$ cat src/smfio_params.svh
// Offsets, field positions, reset values and timing in nanoseconds of the multifunction I/O block.
`ifndef SMFIO_PARAMS_SVH
`define SMFIO_PARAMS_SVH

// ----------------------------------------------------------------------------
// Geometry
// ----------------------------------------------------------------------------
`define SMFIO_NPORT            4
`define SMFIO_SEL_STRIDE       4
`define SMFIO_SEL_W            3
`define SMFIO_NIRQ             8
`define SMFIO_BLINK_W          25

// ----------------------------------------------------------------------------
// Register byte addresses
// ----------------------------------------------------------------------------
`define SMFIO_ADDR_CTRL        8'h00
`define SMFIO_ADDR_POL         8'h04
`define SMFIO_ADDR_SEL         8'h08
`define SMFIO_ADDR_STAT        8'h0C
`define SMFIO_ADDR_IRQ_STAT    8'h10
`define SMFIO_ADDR_IRQ_MASK    8'h14

// ----------------------------------------------------------------------------
// Field positions
// ----------------------------------------------------------------------------
`define SMFIO_CTRL_DIR_LSB     0
`define SMFIO_CTRL_TRIG_EN_BIT 4
`define SMFIO_CTRL_SWOUT_BIT   8
`define SMFIO_STAT_LVL_LSB     0
`define SMFIO_STAT_SRC_LSB     8
`define SMFIO_STAT_WARN_BIT    16
`define SMFIO_STAT_BLOCK_BIT   17
`define SMFIO_STAT_SHDN_BIT    18
`define SMFIO_STAT_INIT_BIT    19
`define SMFIO_IRQ_TRIG_BIT     0
`define SMFIO_IRQ_OVR_BIT      1
`define SMFIO_IRQ_FAULT_BIT    2
`define SMFIO_IRQ_WARN_BIT     3
`define SMFIO_IRQ_IN_LSB       4

// ----------------------------------------------------------------------------
// Reset values
// ----------------------------------------------------------------------------
`define SMFIO_RST_DIR          4'h0
`define SMFIO_RST_POL          4'h0
`define SMFIO_RST_SEL          16'h0000
`define SMFIO_RST_MASK         8'h00

// ----------------------------------------------------------------------------
// Temperature limits in degrees Celsius and timing
// ----------------------------------------------------------------------------
`define SMFIO_TEMP_WARN_C      8'h3C
`define SMFIO_TEMP_BLOCK_C     8'h3F
`define SMFIO_TEMP_SHDN_C      8'h41
`define SMFIO_CLK_NS           10
`define SMFIO_BLINK_NS         250000000
`define SMFIO_TRIG_MIN_NS      50000
`define SMFIO_TRIG_MAX_LAT_NS  10000

`endif

$ cat src/smfio_pkg.sv
// Types shared by the multifunction I/O block.
`include "smfio_params.svh"

package smfio_pkg;

  // Output source codes, three bits per port.
  typedef enum logic [2:0] {
    SMFIO_SRC_SW      = 3'h0,
    SMFIO_SRC_READY   = 3'h1,
    SMFIO_SRC_OVERRUN = 3'h2,
    SMFIO_SRC_MEAS    = 3'h3,
    SMFIO_SRC_SEQ     = 3'h4,
    SMFIO_SRC_FAULT   = 3'h5
  } smfio_src_e;

  typedef enum logic [1:0] {
    SMFIO_LED_INIT_G = 2'h0,
    SMFIO_LED_INIT_O = 2'h1,
    SMFIO_LED_RUN    = 2'h2
  } smfio_led_e;

  // Internal sensor state signals presented to the block.
  typedef struct packed {
    logic       seq_ready;
    logic       exposure_start;
    logic       gige_done;
    logic       img_first;
    logic       img_last_tx;
    logic       hw_fault;
    logic       init_done;
    logic [7:0] temp_c;
  } smfio_sens_s;

  typedef struct packed {
    logic [`SMFIO_NPORT-1:0]   dir;
    logic                      trig_en;
    logic                      sw_out;
    logic [`SMFIO_NPORT-1:0]   pol;
    logic [15:0]               sel;
    logic [`SMFIO_NIRQ-1:0]    irq_stat;
    logic [`SMFIO_NIRQ-1:0]    irq_mask;
    logic [`SMFIO_NPORT-1:0]   in_prev;
    logic                      ovr;
    logic                      meas_act;
    logic                      seq_act;
    logic                      fault_prev;
    logic                      warn_prev;
    logic                      meas_start;
    logic [`SMFIO_NPORT-1:0]   pout;
    logic [`SMFIO_NPORT-1:0]   poe;
    logic [31:0]               rdata;
    logic                      irq;
    smfio_led_e                led;
    logic [`SMFIO_BLINK_W-1:0] blink_cnt;
    logic                      led_green;
    logic                      led_orange;
    logic                      warn;
    logic                      shutdown;
  } smfio_state_s;

endpackage

$ cat src/smfio_top.sv
// Multifunction digital I/O block: four ports, trigger path, output sources.
//
// How it works
// Four ports, each set by software to input or output.
// Software inverts each port's polarity in both directions.
// Port one as trigger starts a measurement directly in the sequencer.
// The controller holds a trigger pulse for at least 50 us.
// A valid trigger edge starts a measurement within 10 us.
// The controller uses ports two to four only for slow levels.
// Each output port is routed to one selectable internal source.
// One source is a software-written bit driven onto the output.
// Ready-for-trigger is high whenever the next trigger can be accepted.
// A trigger while not ready raises overrun and starts nothing.
// Measurement-in-progress spans first exposure to end of data transfer.
// Image-sequence-active spans first image to last image transmitted.
// Critical fault on hardware failure or excessive internal temperature.
// Outputs are active low, pulling the line toward I/O ground.
// State light blinks orange/green during init, then steady green.
// No measurements above 63 C, shutdown above 65, warning above 60.
// Every port input is synchronised in two stages before any logic.
//
// The implementer's own choices: the address-and-strobe port and the register offsets.
`timescale 1ns/100ps
`default_nettype none
`include "smfio_params.svh"

module smfio_top
  import smfio_pkg::*;
#(
  parameter int NPORT     = `SMFIO_NPORT,
  parameter int BLINK_CYC = `SMFIO_BLINK_NS / `SMFIO_CLK_NS
) (
  // Clock and reset
  input  wire logic              clk_sys,
  input  wire logic              rst,
  // Register port
  input  wire logic [7:0]        reg_addr,
  input  wire logic [31:0]       reg_wdata,
  input  wire logic              reg_wr,
  input  wire logic              reg_rd,
  output logic      [31:0]       reg_rdata,
  // Port pins
  input  wire logic [NPORT-1:0]  port_in,
  output logic      [NPORT-1:0]  port_out,
  output logic      [NPORT-1:0]  port_oe,
  // Sensor state
  input  wire smfio_sens_s       sens,
  output logic                   meas_start,
  // Indicators and alarms
  output logic                   led_green,
  output logic                   led_orange,
  output logic                   temp_warn,
  output logic                   shutdown_req,
  output logic                   irq
);

  // --------------------------------------------------------------------------
  // Elaboration checks
  // --------------------------------------------------------------------------
  localparam int TRIG_LAT_CYC = `SMFIO_TRIG_MAX_LAT_NS / `SMFIO_CLK_NS;
  localparam int PATH_CYC     = 4;
  if (NPORT != `SMFIO_NPORT)
  begin : g_chk_port
    $error("smfio_top serves exactly four ports");
  end
  if (BLINK_CYC < 2 || BLINK_CYC >= (1 << `SMFIO_BLINK_W))
  begin : g_chk_blink
    $error("smfio_top blink count out of range");
  end
  if (PATH_CYC > TRIG_LAT_CYC)
  begin : g_chk_lat
    $error("smfio_top trigger path too slow");
  end

  // --------------------------------------------------------------------------
  // State
  // --------------------------------------------------------------------------
  smfio_state_s            st_q;
  smfio_state_s            st_d;
  logic [NPORT-1:0]        in_lvl;
  logic [7:0]              src_lvl;
  logic                    over_warn;
  logic                    over_block;
  logic                    over_shdn;
  logic                    ready_now;
  logic                    trig_edge;
  logic [`SMFIO_NIRQ-1:0]  ev;
  logic [`SMFIO_NIRQ-1:0]  w1c;
  logic [NPORT-1:0]        drive;

  // --------------------------------------------------------------------------
  // Input synchroniser
  // --------------------------------------------------------------------------
  // two-stage sync
  // input polarity
  smfio_insync #(
    .W       (NPORT)
  ) u_insync (
    .clk_sys (clk_sys),
    .rst     (rst),
    .pin_raw (port_in),
    .inv     (st_q.pol),
    .lvl     (in_lvl)
  );

  // --------------------------------------------------------------------------
  // Sources and conditions
  // --------------------------------------------------------------------------
  // temperature thresholds
  assign over_warn  = sens.temp_c > `SMFIO_TEMP_WARN_C;
  assign over_block = sens.temp_c > `SMFIO_TEMP_BLOCK_C;
  assign over_shdn  = sens.temp_c > `SMFIO_TEMP_SHDN_C;

  // ready includes heat and init
  assign ready_now = sens.seq_ready & sens.init_done & ~over_block
                     & ~sens.hw_fault;

  // trigger path from port one
  // The edge is taken from the synchronised level, so a pulse shorter than
  // one clock may be lost; the controller must honour the minimum width.
  assign trig_edge = st_q.trig_en & ~st_q.dir[0] & in_lvl[0]
                     & ~st_q.in_prev[0];

  // selectable source list
  always_comb
  begin
    src_lvl                    = 8'h00;
    // software bit
    src_lvl[SMFIO_SRC_SW]      = st_q.sw_out;
    src_lvl[SMFIO_SRC_READY]   = ready_now;
    src_lvl[SMFIO_SRC_OVERRUN] = st_q.ovr;
    src_lvl[SMFIO_SRC_MEAS]    = st_q.meas_act;
    src_lvl[SMFIO_SRC_SEQ]     = st_q.seq_act;
    // fault or overheating
    src_lvl[SMFIO_SRC_FAULT]   = sens.hw_fault | over_shdn;
  end

  // per-port output driving
  for (genvar g = 0; g < NPORT; g++)
  begin : g_drive
    logic [`SMFIO_SEL_W-1:0] code;
    assign code     = st_q.sel[g*`SMFIO_SEL_STRIDE +: `SMFIO_SEL_W];
    // output polarity
    assign drive[g] = st_q.dir[g] & (src_lvl[code] ^ st_q.pol[g]);
  end

  // --------------------------------------------------------------------------
  // Events and write-one-to-clear mask
  // --------------------------------------------------------------------------
  always_comb
  begin
    ev                       = '0;
    ev[`SMFIO_IRQ_TRIG_BIT]  = trig_edge & ready_now;
    ev[`SMFIO_IRQ_OVR_BIT]   = trig_edge & ~ready_now;
    ev[`SMFIO_IRQ_FAULT_BIT] = src_lvl[SMFIO_SRC_FAULT] & ~st_q.fault_prev;
    ev[`SMFIO_IRQ_WARN_BIT]  = over_warn & ~st_q.warn_prev;
    ev[`SMFIO_IRQ_IN_LSB +: NPORT] = ~st_q.dir & (in_lvl ^ st_q.in_prev);
    w1c = '0;
    if (reg_wr && reg_addr == `SMFIO_ADDR_IRQ_STAT)
    begin
      w1c = reg_wdata[`SMFIO_NIRQ-1:0];
    end
  end

  // --------------------------------------------------------------------------
  // Next state
  // --------------------------------------------------------------------------
  always_comb
  begin
    st_d            = st_q;
    st_d.in_prev    = in_lvl;
    st_d.fault_prev = src_lvl[SMFIO_SRC_FAULT];
    st_d.warn_prev  = over_warn;
    st_d.rdata      = 32'h0000_0000;

    // Register writes.
    if (reg_wr)
    begin
      unique case (reg_addr)
        `SMFIO_ADDR_CTRL:
        begin
          st_d.dir     = reg_wdata[`SMFIO_CTRL_DIR_LSB +: NPORT];
          st_d.trig_en = reg_wdata[`SMFIO_CTRL_TRIG_EN_BIT];
          st_d.sw_out  = reg_wdata[`SMFIO_CTRL_SWOUT_BIT];
        end
        `SMFIO_ADDR_POL:
        begin
          st_d.pol = reg_wdata[NPORT-1:0];
        end
        `SMFIO_ADDR_SEL:
        begin
          st_d.sel = reg_wdata[15:0];
        end
        `SMFIO_ADDR_IRQ_MASK:
        begin
          st_d.irq_mask = reg_wdata[`SMFIO_NIRQ-1:0];
        end
        default:
        begin
        end
      endcase
    end

    // Sticky status: a new event beats a clear in the same cycle.
    st_d.irq_stat = (st_q.irq_stat & ~w1c) | ev;
    st_d.irq      = |(st_d.irq_stat & st_d.irq_mask);

    // start the measurement
    // start within a few cycles
    st_d.meas_start = trig_edge & ready_now;
    // overrun held until next start
    if (trig_edge && !ready_now)
    begin
      st_d.ovr = 1'b1;
    end
    else if (trig_edge)
    begin
      st_d.ovr = 1'b0;
    end

    // measurement window
    if (sens.exposure_start)
    begin
      st_d.meas_act = 1'b1;
    end
    else if (sens.gige_done)
    begin
      st_d.meas_act = 1'b0;
    end

    // image sequence window
    if (sens.img_first)
    begin
      st_d.seq_act = 1'b1;
    end
    else if (sens.img_last_tx)
    begin
      st_d.seq_act = 1'b0;
    end

    // active low open-drain drive
    st_d.pout = '0;
    st_d.poe  = drive;

    // warning and shutdown
    st_d.warn     = over_warn;
    st_d.shutdown = over_shdn;

    // state light
    unique case (st_q.led)
      SMFIO_LED_INIT_G, SMFIO_LED_INIT_O:
      begin
        if (sens.init_done)
        begin
          st_d.led       = SMFIO_LED_RUN;
          st_d.blink_cnt = '0;
        end
        else if (st_q.blink_cnt == `SMFIO_BLINK_W'(BLINK_CYC - 1))
        begin
          st_d.blink_cnt = '0;
          st_d.led       = (st_q.led == SMFIO_LED_INIT_G) ?
                           SMFIO_LED_INIT_O : SMFIO_LED_INIT_G;
        end
        else
        begin
          st_d.blink_cnt = st_q.blink_cnt + `SMFIO_BLINK_W'(1);
        end
      end
      SMFIO_LED_RUN:
      begin
        if (!sens.init_done)
        begin
          st_d.led = SMFIO_LED_INIT_G;
        end
      end
      default:
      begin
        st_d.led = SMFIO_LED_INIT_G;
      end
    endcase
    st_d.led_green  = (st_d.led != SMFIO_LED_INIT_O);
    st_d.led_orange = (st_d.led == SMFIO_LED_INIT_O);

    // Register reads, answered in the next cycle only.
    if (reg_rd)
    begin
      unique case (reg_addr)
        `SMFIO_ADDR_CTRL:
        begin
          st_d.rdata[`SMFIO_CTRL_DIR_LSB +: NPORT] = st_q.dir;
          st_d.rdata[`SMFIO_CTRL_TRIG_EN_BIT]      = st_q.trig_en;
          st_d.rdata[`SMFIO_CTRL_SWOUT_BIT]        = st_q.sw_out;
        end
        `SMFIO_ADDR_POL:
        begin
          st_d.rdata[NPORT-1:0] = st_q.pol;
        end
        `SMFIO_ADDR_SEL:
        begin
          st_d.rdata[15:0] = st_q.sel;
        end
        `SMFIO_ADDR_STAT:
        begin
          st_d.rdata[`SMFIO_STAT_LVL_LSB +: NPORT] = in_lvl;
          st_d.rdata[`SMFIO_STAT_SRC_LSB +: 8]     = src_lvl;
          st_d.rdata[`SMFIO_STAT_WARN_BIT]         = over_warn;
          st_d.rdata[`SMFIO_STAT_BLOCK_BIT]        = over_block;
          st_d.rdata[`SMFIO_STAT_SHDN_BIT]         = over_shdn;
          st_d.rdata[`SMFIO_STAT_INIT_BIT]         = sens.init_done;
        end
        `SMFIO_ADDR_IRQ_STAT:
        begin
          st_d.rdata[`SMFIO_NIRQ-1:0] = st_q.irq_stat;
        end
        `SMFIO_ADDR_IRQ_MASK:
        begin
          st_d.rdata[`SMFIO_NIRQ-1:0] = st_q.irq_mask;
        end
        default:
        begin
          st_d.rdata = 32'h0000_0000;
        end
      endcase
    end
  end

  // --------------------------------------------------------------------------
  // Registers
  // --------------------------------------------------------------------------
  always_ff @(posedge clk_sys or posedge rst)
  begin
    if (rst)
    begin
      st_q           <= '0;
      st_q.dir       <= `SMFIO_RST_DIR;
      st_q.pol       <= `SMFIO_RST_POL;
      st_q.sel       <= `SMFIO_RST_SEL;
      st_q.irq_mask  <= `SMFIO_RST_MASK;
      st_q.led       <= SMFIO_LED_INIT_G;
      st_q.led_green <= 1'b1;
    end
    else
    begin
      st_q <= st_d;
    end
  end

  // --------------------------------------------------------------------------
  // Outputs
  // --------------------------------------------------------------------------
  assign reg_rdata    = st_q.rdata;
  assign port_out     = st_q.pout;
  assign port_oe      = st_q.poe;
  assign meas_start   = st_q.meas_start;
  assign led_green    = st_q.led_green;
  assign led_orange   = st_q.led_orange;
  assign temp_warn    = st_q.warn;
  assign shutdown_req = st_q.shutdown;
  assign irq          = st_q.irq;

endmodule

`default_nettype wire

$ cat src/smfio_insync.sv
// Two-stage input synchroniser with per-bit polarity for the port inputs.
`timescale 1ns/100ps
`default_nettype none

module smfio_insync #(
  parameter int W = 4
) (
  // Clock and reset
  input  wire logic         clk_sys,
  input  wire logic         rst,
  // Raw pins and polarity
  input  wire logic [W-1:0] pin_raw,
  input  wire logic [W-1:0] inv,
  // Synchronised level
  output logic      [W-1:0] lvl
);

  typedef struct packed {
    logic [W-1:0] s1;
    logic [W-1:0] s2;
  } smfio_sync_s;

  smfio_sync_s st_q;
  smfio_sync_s st_d;

  if (W < 1)
  begin : g_chk
    $error("smfio_insync needs at least one bit");
  end

  always_comb
  begin
    st_d    = st_q;
    st_d.s1 = pin_raw;
    st_d.s2 = st_q.s1;
  end

  always_ff @(posedge clk_sys or posedge rst)
  begin
    if (rst)
    begin
      st_q <= '0;
    end
    else
    begin
      st_q <= st_d;
    end
  end

  // Polarity is applied only after the second stage.
  for (genvar g = 0; g < W; g++)
  begin : g_pol
    assign lvl[g] = st_q.s2[g] ^ inv[g];
  end

endmodule

`default_nettype wire

$ cat config.mk
export PLATFORM = sky130hd
export DESIGN_NAME = smfio_top
export DESIGN_NICKNAME = d
export VERILOG_FILES = /design/src/smfio_pkg.sv /design/src/smfio_top.sv /design/src/smfio_insync.sv
export VERILOG_INCLUDE_DIRS = /design/src
export SDC_FILE = /design/constraint.sdc
export NUM_CORES = 1
export LEC_CHECK = 0
export BUFFER_PORTS_ARGS = -buffer_cell sky130_fd_sc_hd__buf_4
export CAP_MARGIN = 5
export CORE_AREA = 3 3 94 132
export DETAILED_ROUTE_END_ITERATION = 7
export DIE_AREA = 0 0 97 135
export PLACE_DENSITY_LB_ADDON = 0.3
export SYNTH_ARGS = -nofsm -noshare
export SYNTH_HDL_FRONTEND = slang
export SYNTH_HIERARCHICAL = 1
export SYNTH_SLANG_ARGS = --single-unit
$ cat constraint.sdc
create_clock -name clk_sys -period 3.6 [get_ports clk_sys]
set_clock_uncertainty 0.05 [all_clocks]
set_input_delay 0.54 -clock clk_sys [delete_from_list [all_inputs] [get_ports clk_sys]]
set_output_delay 0.54 -clock clk_sys [all_outputs]
set_load 0.02 [all_outputs]
Word level (Yosys, flattened, before mapping) --
Cells that the tools add are included.
Storage, ports and cells: logic and storage cells 123, input port bits 63, output and inout bits 46, register bits 127
Cells by class: equality and inequality tests 10, bitwise gates (word level) 37, add/sub/neg operators 1, reductions and logical operators 14, $lt $le $gt $ge 7, mux-type cells 30
Operators with widths (number):
- $mux W27 | 1
- $add A25 B1 Y25 const B | 1
- $eq A25 B25 Y1 const B | 1
- $mux W25 | 1
- $mux W8 | 3
- $pmux W4 S6 | 1
- $mux W20 | 1
- $and A8 B8 Y8 | 2
- $eq A8 B4 Y1 const B | 2
- $eq A8 B5 Y1 const B | 2
- $gt A8 B6 Y1 const B | 2
- $lt A3 B4 Y1 const B | 4
- $and A1 B1 Y1 | 14
- $pmux W7 S2 | 1
- $bmux W1 S3 | 4
- $mux W1 | 11
- $pmux W3 S3 | 1
- $eq A8 B3 Y1 const B | 1
- $gt A8 B7 Y1 const B | 1
- $logic_not A8 Y1 | 1
- $not A8 Y8 | 1
- $or A8 B8 Y8 | 1
- $reduce_or A8 Y1 | 1
- $xor A1 B1 Y1 | 8
- other kinds (19) | 33

Longest topological paths before layout --
Gate-level depths: netlist (run 1).
word-level depth 9, gate-level depth with buffers 7, mapped depth without buffers 6

Modules after synthesis --
The synthesis (run 1) kept the hierarchy.
By module, submodules not included:
- smfio_top | sequential area each 2678.8 um2, cells an instance 483, area each 5363.9 um2, times used 1
- smfio_insync | sequential area each 200.2 um2, cells an instance 13, area each 239.0 um2, times used 1

Worst setup path before layout (run 1) --
Ideal clock, no wire load.
path type input -> register, from input port reg_addr[1], to register st_q (netlist bit g_drive[0].code[0]), path slack 1.513 ns, stages on the path 6, setup time 0.125 ns, arrival 1.913 ns, cells stage by stage nor3_1 -> nand2_1 -> nor2_1 -> nand3_1 -> buf_2 -> mux2_2
On the way: word-level cells in the longest chain between the ends 2
Ends and longest elaborated chain:
- from (decl) | line smfio_top.sv:37 | input wire logic [7:0] reg_addr,
- $eq A8 B4 Y1 | line smfio_top.sv:179 | unique case (reg_addr)
- $reduce_and A2 Y1 (no source line)
- to (signal assigned) | line smfio_top.sv:344 | st_q <= st_d;
- to (decl) | line smfio_top.sv:78 | smfio_state_s st_q;
Every way passes these cells. A chain may end at the register's enable or synchronous reset.

Worst setup path after layout (run 1) --
from register st_q[30] in the netlist's numbering, to register st_q[27] in the netlist's numbering
On the way: word-level cells in the longest chain between the ends 2, elaborated cells between the ends (all ways) 3
Ends and longest elaborated chain:
- $eq A2 B1 Y1 or $logic_not A2 Y1 (tied branches) | line smfio_top.sv:250 | unique case (st_q.led)
- $reduce_or A2 Y1 * | line smfio_top.sv:250
Every way passes the cells marked *; elsewhere a longest branch is shown, timed or not.

==> impl_metrics.env, run 1 <==
export IMPL_status="finished clean"
export IMPL_syn_avg_cell_area_um2=11.3
export IMPL_postRouteAntennaNets=0
export IMPL_mostFrequentLayoutCells="dfrtp_1, buf_4, mux2_2, nand2_1, nor2_1"
export IMPL_hp_class="in -> async"
export IMPL_max_freq_ghz=0.397
export IMPL_numClockSinks=115
export IMPL_antenna_found_initial=0
export IMPL_rows=46
export IMPL_grt_usage_pct=20.9
export IMPL_postCtsSetupBuffers=0
export IMPL_cts_hold_buf=0
export IMPL_synth_area_mux_share_pct=13.8
export IMPL_dieArea_mm2=0.0131
export IMPL_finalSetupTns_ns=0
export IMPL_synth_simple_area_share_pct=14.1
export IMPL_setup_violations=0
export IMPL_rsz0062_at_grt="false"
export IMPL_leakage_nw=3.22
export IMPL_die_height_um=135
export IMPL_cts_resized=0
export IMPL_synthAdderAreaFrac_pct=0.223
export IMPL_slowest_delay_ns=0.63
export IMPL_tightest_slew_ns=0.941
export IMPL_cts_max_level=4
export IMPL_ys_seq_area_share_pct=51.4
export IMPL_yosysWarnings=6
export IMPL_syn_instance_count=496
export IMPL_fin_hold_ws_ns=0.0450
export IMPL_maxSlewHeadroom_pct=36.7
export IMPL_fin_crit_sh_pct=70.0
export IMPL_clock_root_buffer="clkbuf_16"
export IMPL_crit_arrival_ns=2.80
export IMPL_core_area_mm2=0.0113
export IMPL_die_x_um=97
export IMPL_synth_top_area_cell="dfrtp_1"
export IMPL_crit_fanout=32
export IMPL_slew_violations=0
export IMPL_cts_tree="yes"
export IMPL_via_per_inst=5.76
export IMPL_grt_pass1_vias=4102
export IMPL_vias=4111
export IMPL_synth_edf_count=0
export IMPL_drive_above_1_share_pct=29.6
export IMPL_drt_first_iter_violations=292
export IMPL_yosysUniqueCellTypes=56
export IMPL_max_cap_viol_count=0
export IMPL_multi_input_area_mm2=0.00236
export IMPL_synth_compound_area_share_pct=11.0
export IMPL_dp_hpwl_um=9200
export IMPL_async_flop_share_pct=100
export IMPL_ys_ff_latch=115
export IMPL_insertion_delay_ns=0.41
export IMPL_critPathSlowestCell="dfrtp_1"
export IMPL_required_ns=3.88
export IMPL_final_nets=621
export IMPL_syn_area_mm2=0.00560
export IMPL_grt_max_degree=69
export IMPL_grt_overflow=0
export IMPL_portBuffers=76
export IMPL_power_density_mw_per_mm2=542
export IMPL_initial_core_util_pct=49.4
export IMPL_crit_chain="or2_2, a31oi_2, buf_4, a21bo_2, a31oi_1"
export IMPL_finalPower_mw=3.70
export IMPL_startpoint_type="flop"
export IMPL_layout_commonest_cell="dfrtp_1"
export IMPL_fill_cells=897
export IMPL_fin_crit_ns=2.52
export IMPL_cts_inserted_buffers=17
export IMPL_drc=0
export IMPL_area_growth_pct=21.8
export IMPL_synth_top_family_by_area="simple AND/OR/NAND/NOR gates"
export IMPL_path_class="reg -> reg"
export IMPL_synth_xor_area_share_pct=2.03
export IMPL_path_clk_slew_ns=0.06
export IMPL_synthFlopType="dfrtp_1"
export IMPL_n_antenna_cell=0
export IMPL_routed_wl_um=13400
export IMPL_netlist_area_leader_share_pct=50.9
export IMPL_firstDrtPassIters=7
export IMPL_ios=109
export IMPL_ff_latch_area_mm2=0.00288
export IMPL_clock_path_buffers=2
export IMPL_vdd_drop_max_v=0.000317
export IMPL_finalHoldViolCount=0
export IMPL_place_congestion=0.868
export IMPL_endpoint_kind="flop"
export IMPL_wire_per_inst_um=18.7
export IMPL_synth_area_top_cells="dfrtp_1, mux2_2, buf_4"
export IMPL_grt_pass1_wl_um=21500
[registers in the layout, summed over array words and instances, names as in the netlist]
signal         cells
st_q              61
reg_rdata         20
g_drive.code      12
port_oe            4
src_lvl            4
u_insync/st_d      4
u_insync/st_q      4
irq                1
led_green          1
led_orange         1
meas_start         1
shutdown_req       1
temp_warn          1
[stage by stage]
step           std cells  cell area, um^2  utilization, %  worst slack [ns]
2_1_floorplan        511             5660               -             0.194
3_3_place_gp         682             6110            53.9             0.845
3_5_place_dp         682             6110            53.9             0.860
4_1_cts              714             6830            60.2              1.10
5_1_grt              714             6830            60.2             0.875
6_report             714             6830            60.2              1.08
[logic make-up (layout without fill, tap and decap cells)]
group | count (synthesis) | count (layout)
buffers and inverters | 68 | 127
XOR/XNOR | 13 | 13
adder cells (fa/ha/maj) | 1 | 1
multiplexers | 67 | 67
other | 1 | 16
AND/OR/NAND/NOR | 142 | 142
AO/OA/AOI/OAI | 89 | 89
flip-flops | 115 | 115
[synth_stat cells (all sizes together) (5+ instances only)]
master  count
a22o       13
dfrtp     114
nor2b       9
inv        11
a21oi      20
mux2       41
xnor2       7
nand2b      6
clkbuf     11
nand3      11
a22oi      10
a31oi      16
buf        45
nor3        9
mux2i      22
nand4      19
and3       11
and2        7
xor2        6
nor2       25
a21o        5
o21ai       7
nand2      27
[path summary, 6_finish.rpt]
path | depth (start not counted) | slack [ns] | endpoint | startpoint
worst max register to register | 5 | 1.08 | st_q[27] | st_q[30]
worst max-delay path | 5 | 1.08 | st_q[27] | st_q[30]
worst min register to register | 0 | 0.30 | u_insync/st_q[3] | u_insync/st_d[3]
max in group asynchronous | 3 | 2.45 | led_green | rst
worst min-delay path | 2 | 0.05 | u_insync/st_d[2] | rst
min in group clk_sys | 1 | 0.18 | u_insync/st_d[2] | port_in[2]
[critical path: cells and delay by family (launching register included)]
| family | cells | cell delay [ns] |
|---|---|---|
| DFF | 1 | 0.63 |
| and+or+nand+nor | 1 | 0.44 |
| AOI/OAI and AO/OA | 3 | 0.91 |
| buffers and inverters | 1 | 0.41 |
[power breakdown]
group | switching [mW] | internal, mW
sequential | 0.0467 | 1.34
combinational | 0.144 | 0.115
clock | 0.599 | 1.45
total | 0.790 | 2.91
[routing by layer]
layer / share of wire, % / vias up / GRT usage, % / wire, um
met5: 0 / - / 0 / 0
met4: 2.8 / 0 / 8.90 / 379
met3: 5.4 / 26 / 5.68 / 717
met2: 55 / 145 / 38.2 / 7410
met1: 36 / 2054 / 22.8 / 4860
li1: - / 1886 / - / -
[area by class of cell]
type | count | share of cell area [%]
Sequential cell | 115 | 42.2
Tap cell | 144 | 2.64
Inverter | 12 | 0.696
Clock inverter | 14 | 4.12
Timing Repair Buffer | 83 | 9.31
Multi-Input combinational cell | 328 | 34.6
Clock buffer | 18 | 6.43
Note: power is estimated with default switching activity, not from simulation.
==> run 2, diff against run 1 <==
==> constraint.sdc (replaced) <==
create_clock -name clk_sys -period 2.2 [get_ports clk_sys]
set_clock_uncertainty 0.05 [all_clocks]
set_input_delay 0.33 -clock clk_sys [delete_from_list [all_inputs] [get_ports clk_sys]]
set_output_delay 0.33 -clock clk_sys [all_outputs]
set_load 0.02 [all_outputs]
==> run 2 against run 1 <==
Compared with the run above:
- fmax increased by 23%
- non-clock buffer count increased by 24
- largest power group unchanged
- clock power increased by 21%
- combinational power increased by 73%
- core utilization increased by 0.21 points
- critical path type unchanged
- count of clock-buffer cells in the layout increased by 3
==> impl_metrics.env, run 2 (synthesis results as in run 1) <==
export IMPL_grt_busiest_layer="met2"
export IMPL_grt_use_met2_pct=35.9
export IMPL_rr_startpoint="st_q[13]"
export IMPL_max_freq_ghz=0.487
export IMPL_clock_root_buffer="clkbuf_16"
export IMPL_power_density_mw_per_mm2=760
export IMPL_rows=46
export IMPL_largest_reg_flops=61
export IMPL_postCtsSetupBuffers=0
export IMPL_drc=0
export IMPL_grtUsageMet1_pct=22.8
export IMPL_critPathSlowestCell="or4b_4"
export IMPL_area_growth_pct=22.3
export IMPL_maxSlewHeadroom_pct=51.4
export IMPL_via_per_inst=5.77
export IMPL_r2r_cells=6
export IMPL_hp_start="sens[13]"
export IMPL_initial_core_util_pct=49.4
export IMPL_r2r_setup_slack_ns=0.15
export IMPL_fill_cells=941
export IMPL_insertion_delay_ns=0.41
export IMPL_drive_above_1_share_pct=31.1
export IMPL_cts_tree="yes"
export IMPL_crit_fanout=30
export IMPL_required_ns=2.45
export IMPL_status="finished clean"
export IMPL_endpoint_kind="flop"
export IMPL_tightest_slew_ns=0.726
export IMPL_r2r_end="st_q[25]"
export IMPL_ios=109
export IMPL_leakage_nw=3.26
export IMPL_layout_commonest_cell="dfrtp_1"
export IMPL_firstDrtPassIters=4
export IMPL_place_congestion=0.859
export IMPL_clock_path_buffers=2
export IMPL_finalPower_mw=5.21
export IMPL_path_class="reg -> reg"
export IMPL_finalHoldViolCount=0
export IMPL_largest_register="st_q"
export IMPL_met3_usage_pct=6.10
export IMPL_crit_chain="or4b_4, nor4_4, a31oi_2, buf_12, a32o_1, a21o_1"
export IMPL_dp_hpwl_um=9380
export IMPL_fin_crit_ns=2.05
export IMPL_rsz0062_at_grt="false"
export IMPL_slew_violations=0
export IMPL_utilization_pct=60.4
export IMPL_portBuffers=76
export IMPL_die_height_um=135
export IMPL_min_path_cells=2
export IMPL_wire_per_inst_um=18.0
export IMPL_startpoint_type="flop"
export IMPL_crit_buf_inv=1
export IMPL_hp_class="in -> reg"
export IMPL_routed_wl_um=13300
export IMPL_crit_family="simple AND/OR/NAND/NOR gates"
export IMPL_antenna_found_initial=0
export IMPL_cts_max_level=4
export IMPL_core_area_mm2=0.0113
export IMPL_vdd_drop_max_v=0.000530
export IMPL_cts_resized=0
export IMPL_finalSetupTns_ns=0
export IMPL_numClockSinks=115
export IMPL_grt_overflow=0
export IMPL_n_antenna_cell=0
export IMPL_fin_crit_sh_pct=93.4
export IMPL_die_x_um=97
export IMPL_vias=4255
export IMPL_max_cap_viol_count=0
export IMPL_path_clk_slew_ns=0.05
export IMPL_crit_arrival_ns=2.31
export IMPL_slowest_delay_ns=0.55
export IMPL_grt_pass1_wl_um=21300
export IMPL_final_nets=645
export IMPL_multi_input_area_mm2=0.00236
export IMPL_ff_latch_area_mm2=0.00288
export IMPL_grt_pass1_vias=4231
export IMPL_cts_inserted_buffers=17
export IMPL_grt_usage_pct=20.8
export IMPL_setup_violations=0
export IMPL_grt_max_degree=108
export IMPL_dieArea_mm2=0.0131
export IMPL_postRouteAntennaNets=0
export IMPL_drt_first_iter_violations=249
export IMPL_min_to="src_lvl[3]"
export IMPL_mostFrequentLayoutCells="dfrtp_1, buf_4, mux2_2, nand2_1, nor2_1"
==> run 2: per-layer routing <==
| metal | part of all wire [%] | wire length, um |
|---|---|---|
| met5 | 0 | 0 |
| met4 | 3.7 | 493 |
| met3 | 5.1 | 677 |
| met2 | 54 | 7160 |
| met1 | 37 | 4970 |
==> run 2: area by class of cell <==
| cell class | count | share of cell area, % |
|---|---|---|
| Multi-Input combinational cell | 328 | 34.5 |
| Timing Repair Buffer | 107 | 12.3 |
| Clock buffer | 21 | 6.58 |
| Clock inverter | 11 | 1.28 |
| Tap cell | 144 | 2.63 |
| Sequential cell | 115 | 42.0 |
| Inverter | 12 | 0.712 |
==> run 2: worst max-delay path by stage <==
stage | end | depth (start not counted) | from
5_1_grt | st_q[25] | 7 | st_q[4]
2_1_floorplan | st_q[25] | 6 | st_q[13]
6_report | st_q[25] | 6 | st_q[13]
3_5_place_dp | st_q[115] | 6 | reg_addr[1]
4_1_cts | st_q[25] | 6 | st_q[13]
3_3_place_gp | st_q[114] | 6 | reg_addr[1]
==> run 2: power breakdown <==
group	internal [mW]	switching, mW
registers	2.20	0.0688
clock network	1.56	0.932
logic	0.204	0.245
==> run 2: through the flow <==
stage,cells,hold WS [ns],worst slack (ns),cell area (um^2)
5_1_grt,738,0.0433,0.0554,6850
3_3_place_gp,701,0.248,0.0771,6260
4_1_cts,738,0.0382,0.0806,6850
3_5_place_dp,701,0.269,0.0671,6260
2_1_floorplan,511,0.0957,0.153,5660
6_report,738,0.0500,0.146,6850
==> run 2: repair_timing <==
item	4_1_cts	5_1_grt
hold buffers	5	0
hold endpoints to repair	12	0
endpoints found under the setup margin	0	1
==> run 3, diff against run 2 <==
--- a/config.mk
+++ b/config.mk
@@ -12,6 +12,7 @@
 export DETAILED_ROUTE_END_ITERATION = 7
 export DIE_AREA = 0 0 97 135
 export PLACE_DENSITY_LB_ADDON = 0.3
+export RECOVER_POWER = 100
 export SYNTH_ARGS = -nofsm -noshare
 export SYNTH_HDL_FRONTEND = slang
 export SYNTH_HIERARCHICAL = 1
==> run 3 against run 2 <==
Compared with the run above:
- first-iteration DRC count down 8.8%
- highest routed layer unchanged
- clock power about the same
- largest power group unchanged
- hold slack worse by 0.0011 ns
- critical endpoint unchanged
- non-clock buffer count unchanged
- sequential power about the same
==> impl_metrics.env, run 3 (synthesis results as in run 1) <==
export IMPL_status="finished clean"
export IMPL_routed_wl_um=13400
export IMPL_crit_fanout=30
export IMPL_clkPwrFrac_pct=48.1
export IMPL_design_area_mm2=0.00668
export IMPL_slew_violations=0
export IMPL_final_nets=645
export IMPL_dp_hpwl_um=9380
export IMPL_critPathSlowestCell="or4b_4"
export IMPL_r2r_end="st_q[25]"
export IMPL_cts_max_level=4
export IMPL_path_clk_slew_ns=0.05
export IMPL_drive_above_1_share_pct=23.2
export IMPL_placed_area_mm2=0.00626
export IMPL_critPathLaunch="st_q[13]"
export IMPL_endpoint_kind="flop"
export IMPL_fin_crit_sh_pct=94.3
export IMPL_n_antenna_cell=0
export IMPL_postRouteAntennaNets=0
export IMPL_max_freq_ghz=0.482
export IMPL_largest_register="st_q"
export IMPL_place_congestion=0.859
export IMPL_area_growth_pct=19.2
export IMPL_share_comb_of_total_power_pct=8.3
export IMPL_die_height_um=135
export IMPL_vdd_drop_max_v=0.000532
export IMPL_dp_slack_ns=0.0671
export IMPL_drc=0
export IMPL_clock_root_buffer="clkbuf_16"
export IMPL_clock_path_buffers=2
export IMPL_finalHoldViolCount=0
export IMPL_core_area_mm2=0.0113
export IMPL_crit_arrival_ns=2.33
export IMPL_min_path_cells=2
export IMPL_crit_chain="or4b_4, nor4_4, a31oi_1, buf_12, a32o_1, a21o_1"
export IMPL_antenna_found_initial=0
export IMPL_via_per_inst=5.73
export IMPL_die_x_um=97
export IMPL_hp_class="in -> reg"
export IMPL_setup_violations=0
export IMPL_switching_share_pct=24.1
export IMPL_portBuffers=76
export IMPL_fin_ws_ns=0.126
export IMPL_grt_max_degree=108
export IMPL_dieArea_mm2=0.0131
export IMPL_grt_overflow=0
export IMPL_startpoint_type="flop"
export IMPL_rr_startpoint="st_q[13]"
export IMPL_cts_tree="yes"
export IMPL_leakage_nw=3.10
export IMPL_fin_crit_ns=2.07
export IMPL_r2r_setup_slack_ns=0.13
export IMPL_hp_start="sens[11]"
export IMPL_p_switching_mw=1.25
export IMPL_grt_pass1_wl_um=21300
export IMPL_rows=46
export IMPL_power_density_mw_per_mm2=778
export IMPL_firstDrtPassIters=5
export IMPL_r2r_cells=6
export IMPL_max_cap_viol_count=0
export IMPL_fill_cells=995
export IMPL_ios=109
export IMPL_vias=4230
export IMPL_mostFrequentLayoutCells="dfrtp_1, buf_4, clkbuf_1, mux2_2, nand2_1"
export IMPL_rsz0062_at_grt="false"
export IMPL_layout_commonest_cell="dfrtp_1"
export IMPL_grt_usage_pct=20.8
export IMPL_min_to="src_lvl[4]"
export IMPL_path_class="reg -> reg"
export IMPL_maxSlewHeadroom_pct=10.8
export IMPL_required_ns=2.45
export IMPL_finalSetupTns_ns=0
export IMPL_power_frac_seq_pct=43.6
export IMPL_slowest_delay_ns=0.55
export IMPL_initial_core_util_pct=49.4
export IMPL_finalPower_mw=5.20
export IMPL_grt_pass1_vias=4231
export IMPL_placed_cells=701
export IMPL_tightest_slew_ns=1.34
export IMPL_stdcell_count=738
export IMPL_largest_reg_flops=61
export IMPL_cts_inserted_buffers=17
export IMPL_wire_per_inst_um=18.1
export IMPL_numClockSinks=115
export IMPL_intPower_mw=3.95
export IMPL_insertion_delay_ns=0.41
export IMPL_drt_first_iter_violations=227
## run 3: cell count changes in the layout (fill, tap and decap cells not counted), moves of 2 or more
| cell | delta |
|---|---|
| buf_4 | -45 |
| clkbuf_4 | +5 |
| mux2_2 | -7 |
| clkbuf_2 | +2 |
| clkbuf_1 | +39 |
| mux2_1 | +7 |
## run 3: area by class of cell
type                    count  area (um^2)  share of cell area, %
clock buffers              21          450                   6.74
clock inverters            11         87.6                   1.31
inverters                  12         48.8                  0.730
multi-input cells         328         2360                   35.3
flip-flops and latches    115         2880                   43.1
well taps                 144          180                   2.70
repair buffers            107          677                   10.1
## run 3: metrics by stage
| step | hold WS, ns | util (%) |
|---|---|---|
| finish | 0.0489 | 58.9 |
| global route | 0.0433 | 58.9 |
| CTS | 0.0382 | 60.4 |
| detailed placement | 0.269 | 55.2 |
| global placement | 0.248 | 55.2 |
| floorplan | 0.0957 | - |
## run 3: critical path, delay by kind of cell, from the launching register on
family          cells  cell delay, ns
buf+inv             1            0.21
simple gates        2            0.75
flops               1            0.38
compound gates      3            0.57
## run 3: worst max path at each step
stage          slack [ns]  cells after the start         to
2_1_floorplan        0.15                      6   st_q[25]
3_3_place_gp         0.08                      6  st_q[114]
3_5_place_dp         0.07                      6  st_q[115]
4_1_cts              0.08                      6   st_q[25]
5_1_grt              0.05                      6   st_q[25]
6_report             0.13                      6   st_q[25]
## run 3: routing by layer
| layer | wire, um | GRT usage (%) | up-vias |
|---|---|---|---|
| met5 | 0 | 0 | - |
| met4 | 588 | 11.8 | 0 |
| met3 | 723 | 6.10 | 47 |
| met2 | 7040 | 35.9 | 149 |
| met1 | 5020 | 22.8 | 2105 |
| li1 | - | - | 1929 |
## run 3: timing repair
item,4_1_cts,5_1_grt
buffers inserted,0,0
hold buffers,5,0
hold endpoints to repair,12,0
setup endpoints to repair,0,1
gates resized for setup,0,0
## run 3: power groups by stage
stage          Combinational, mW  Clock, mW  Sequential [mW]
2_1_floorplan              0.283          0             2.29
3_3_place_gp               0.431          0             2.29
3_5_place_dp               0.442          0             2.30
4_1_cts                    0.450       2.54             2.26
5_1_grt                    0.470       2.62             2.27
6_report                   0.432       2.50             2.27
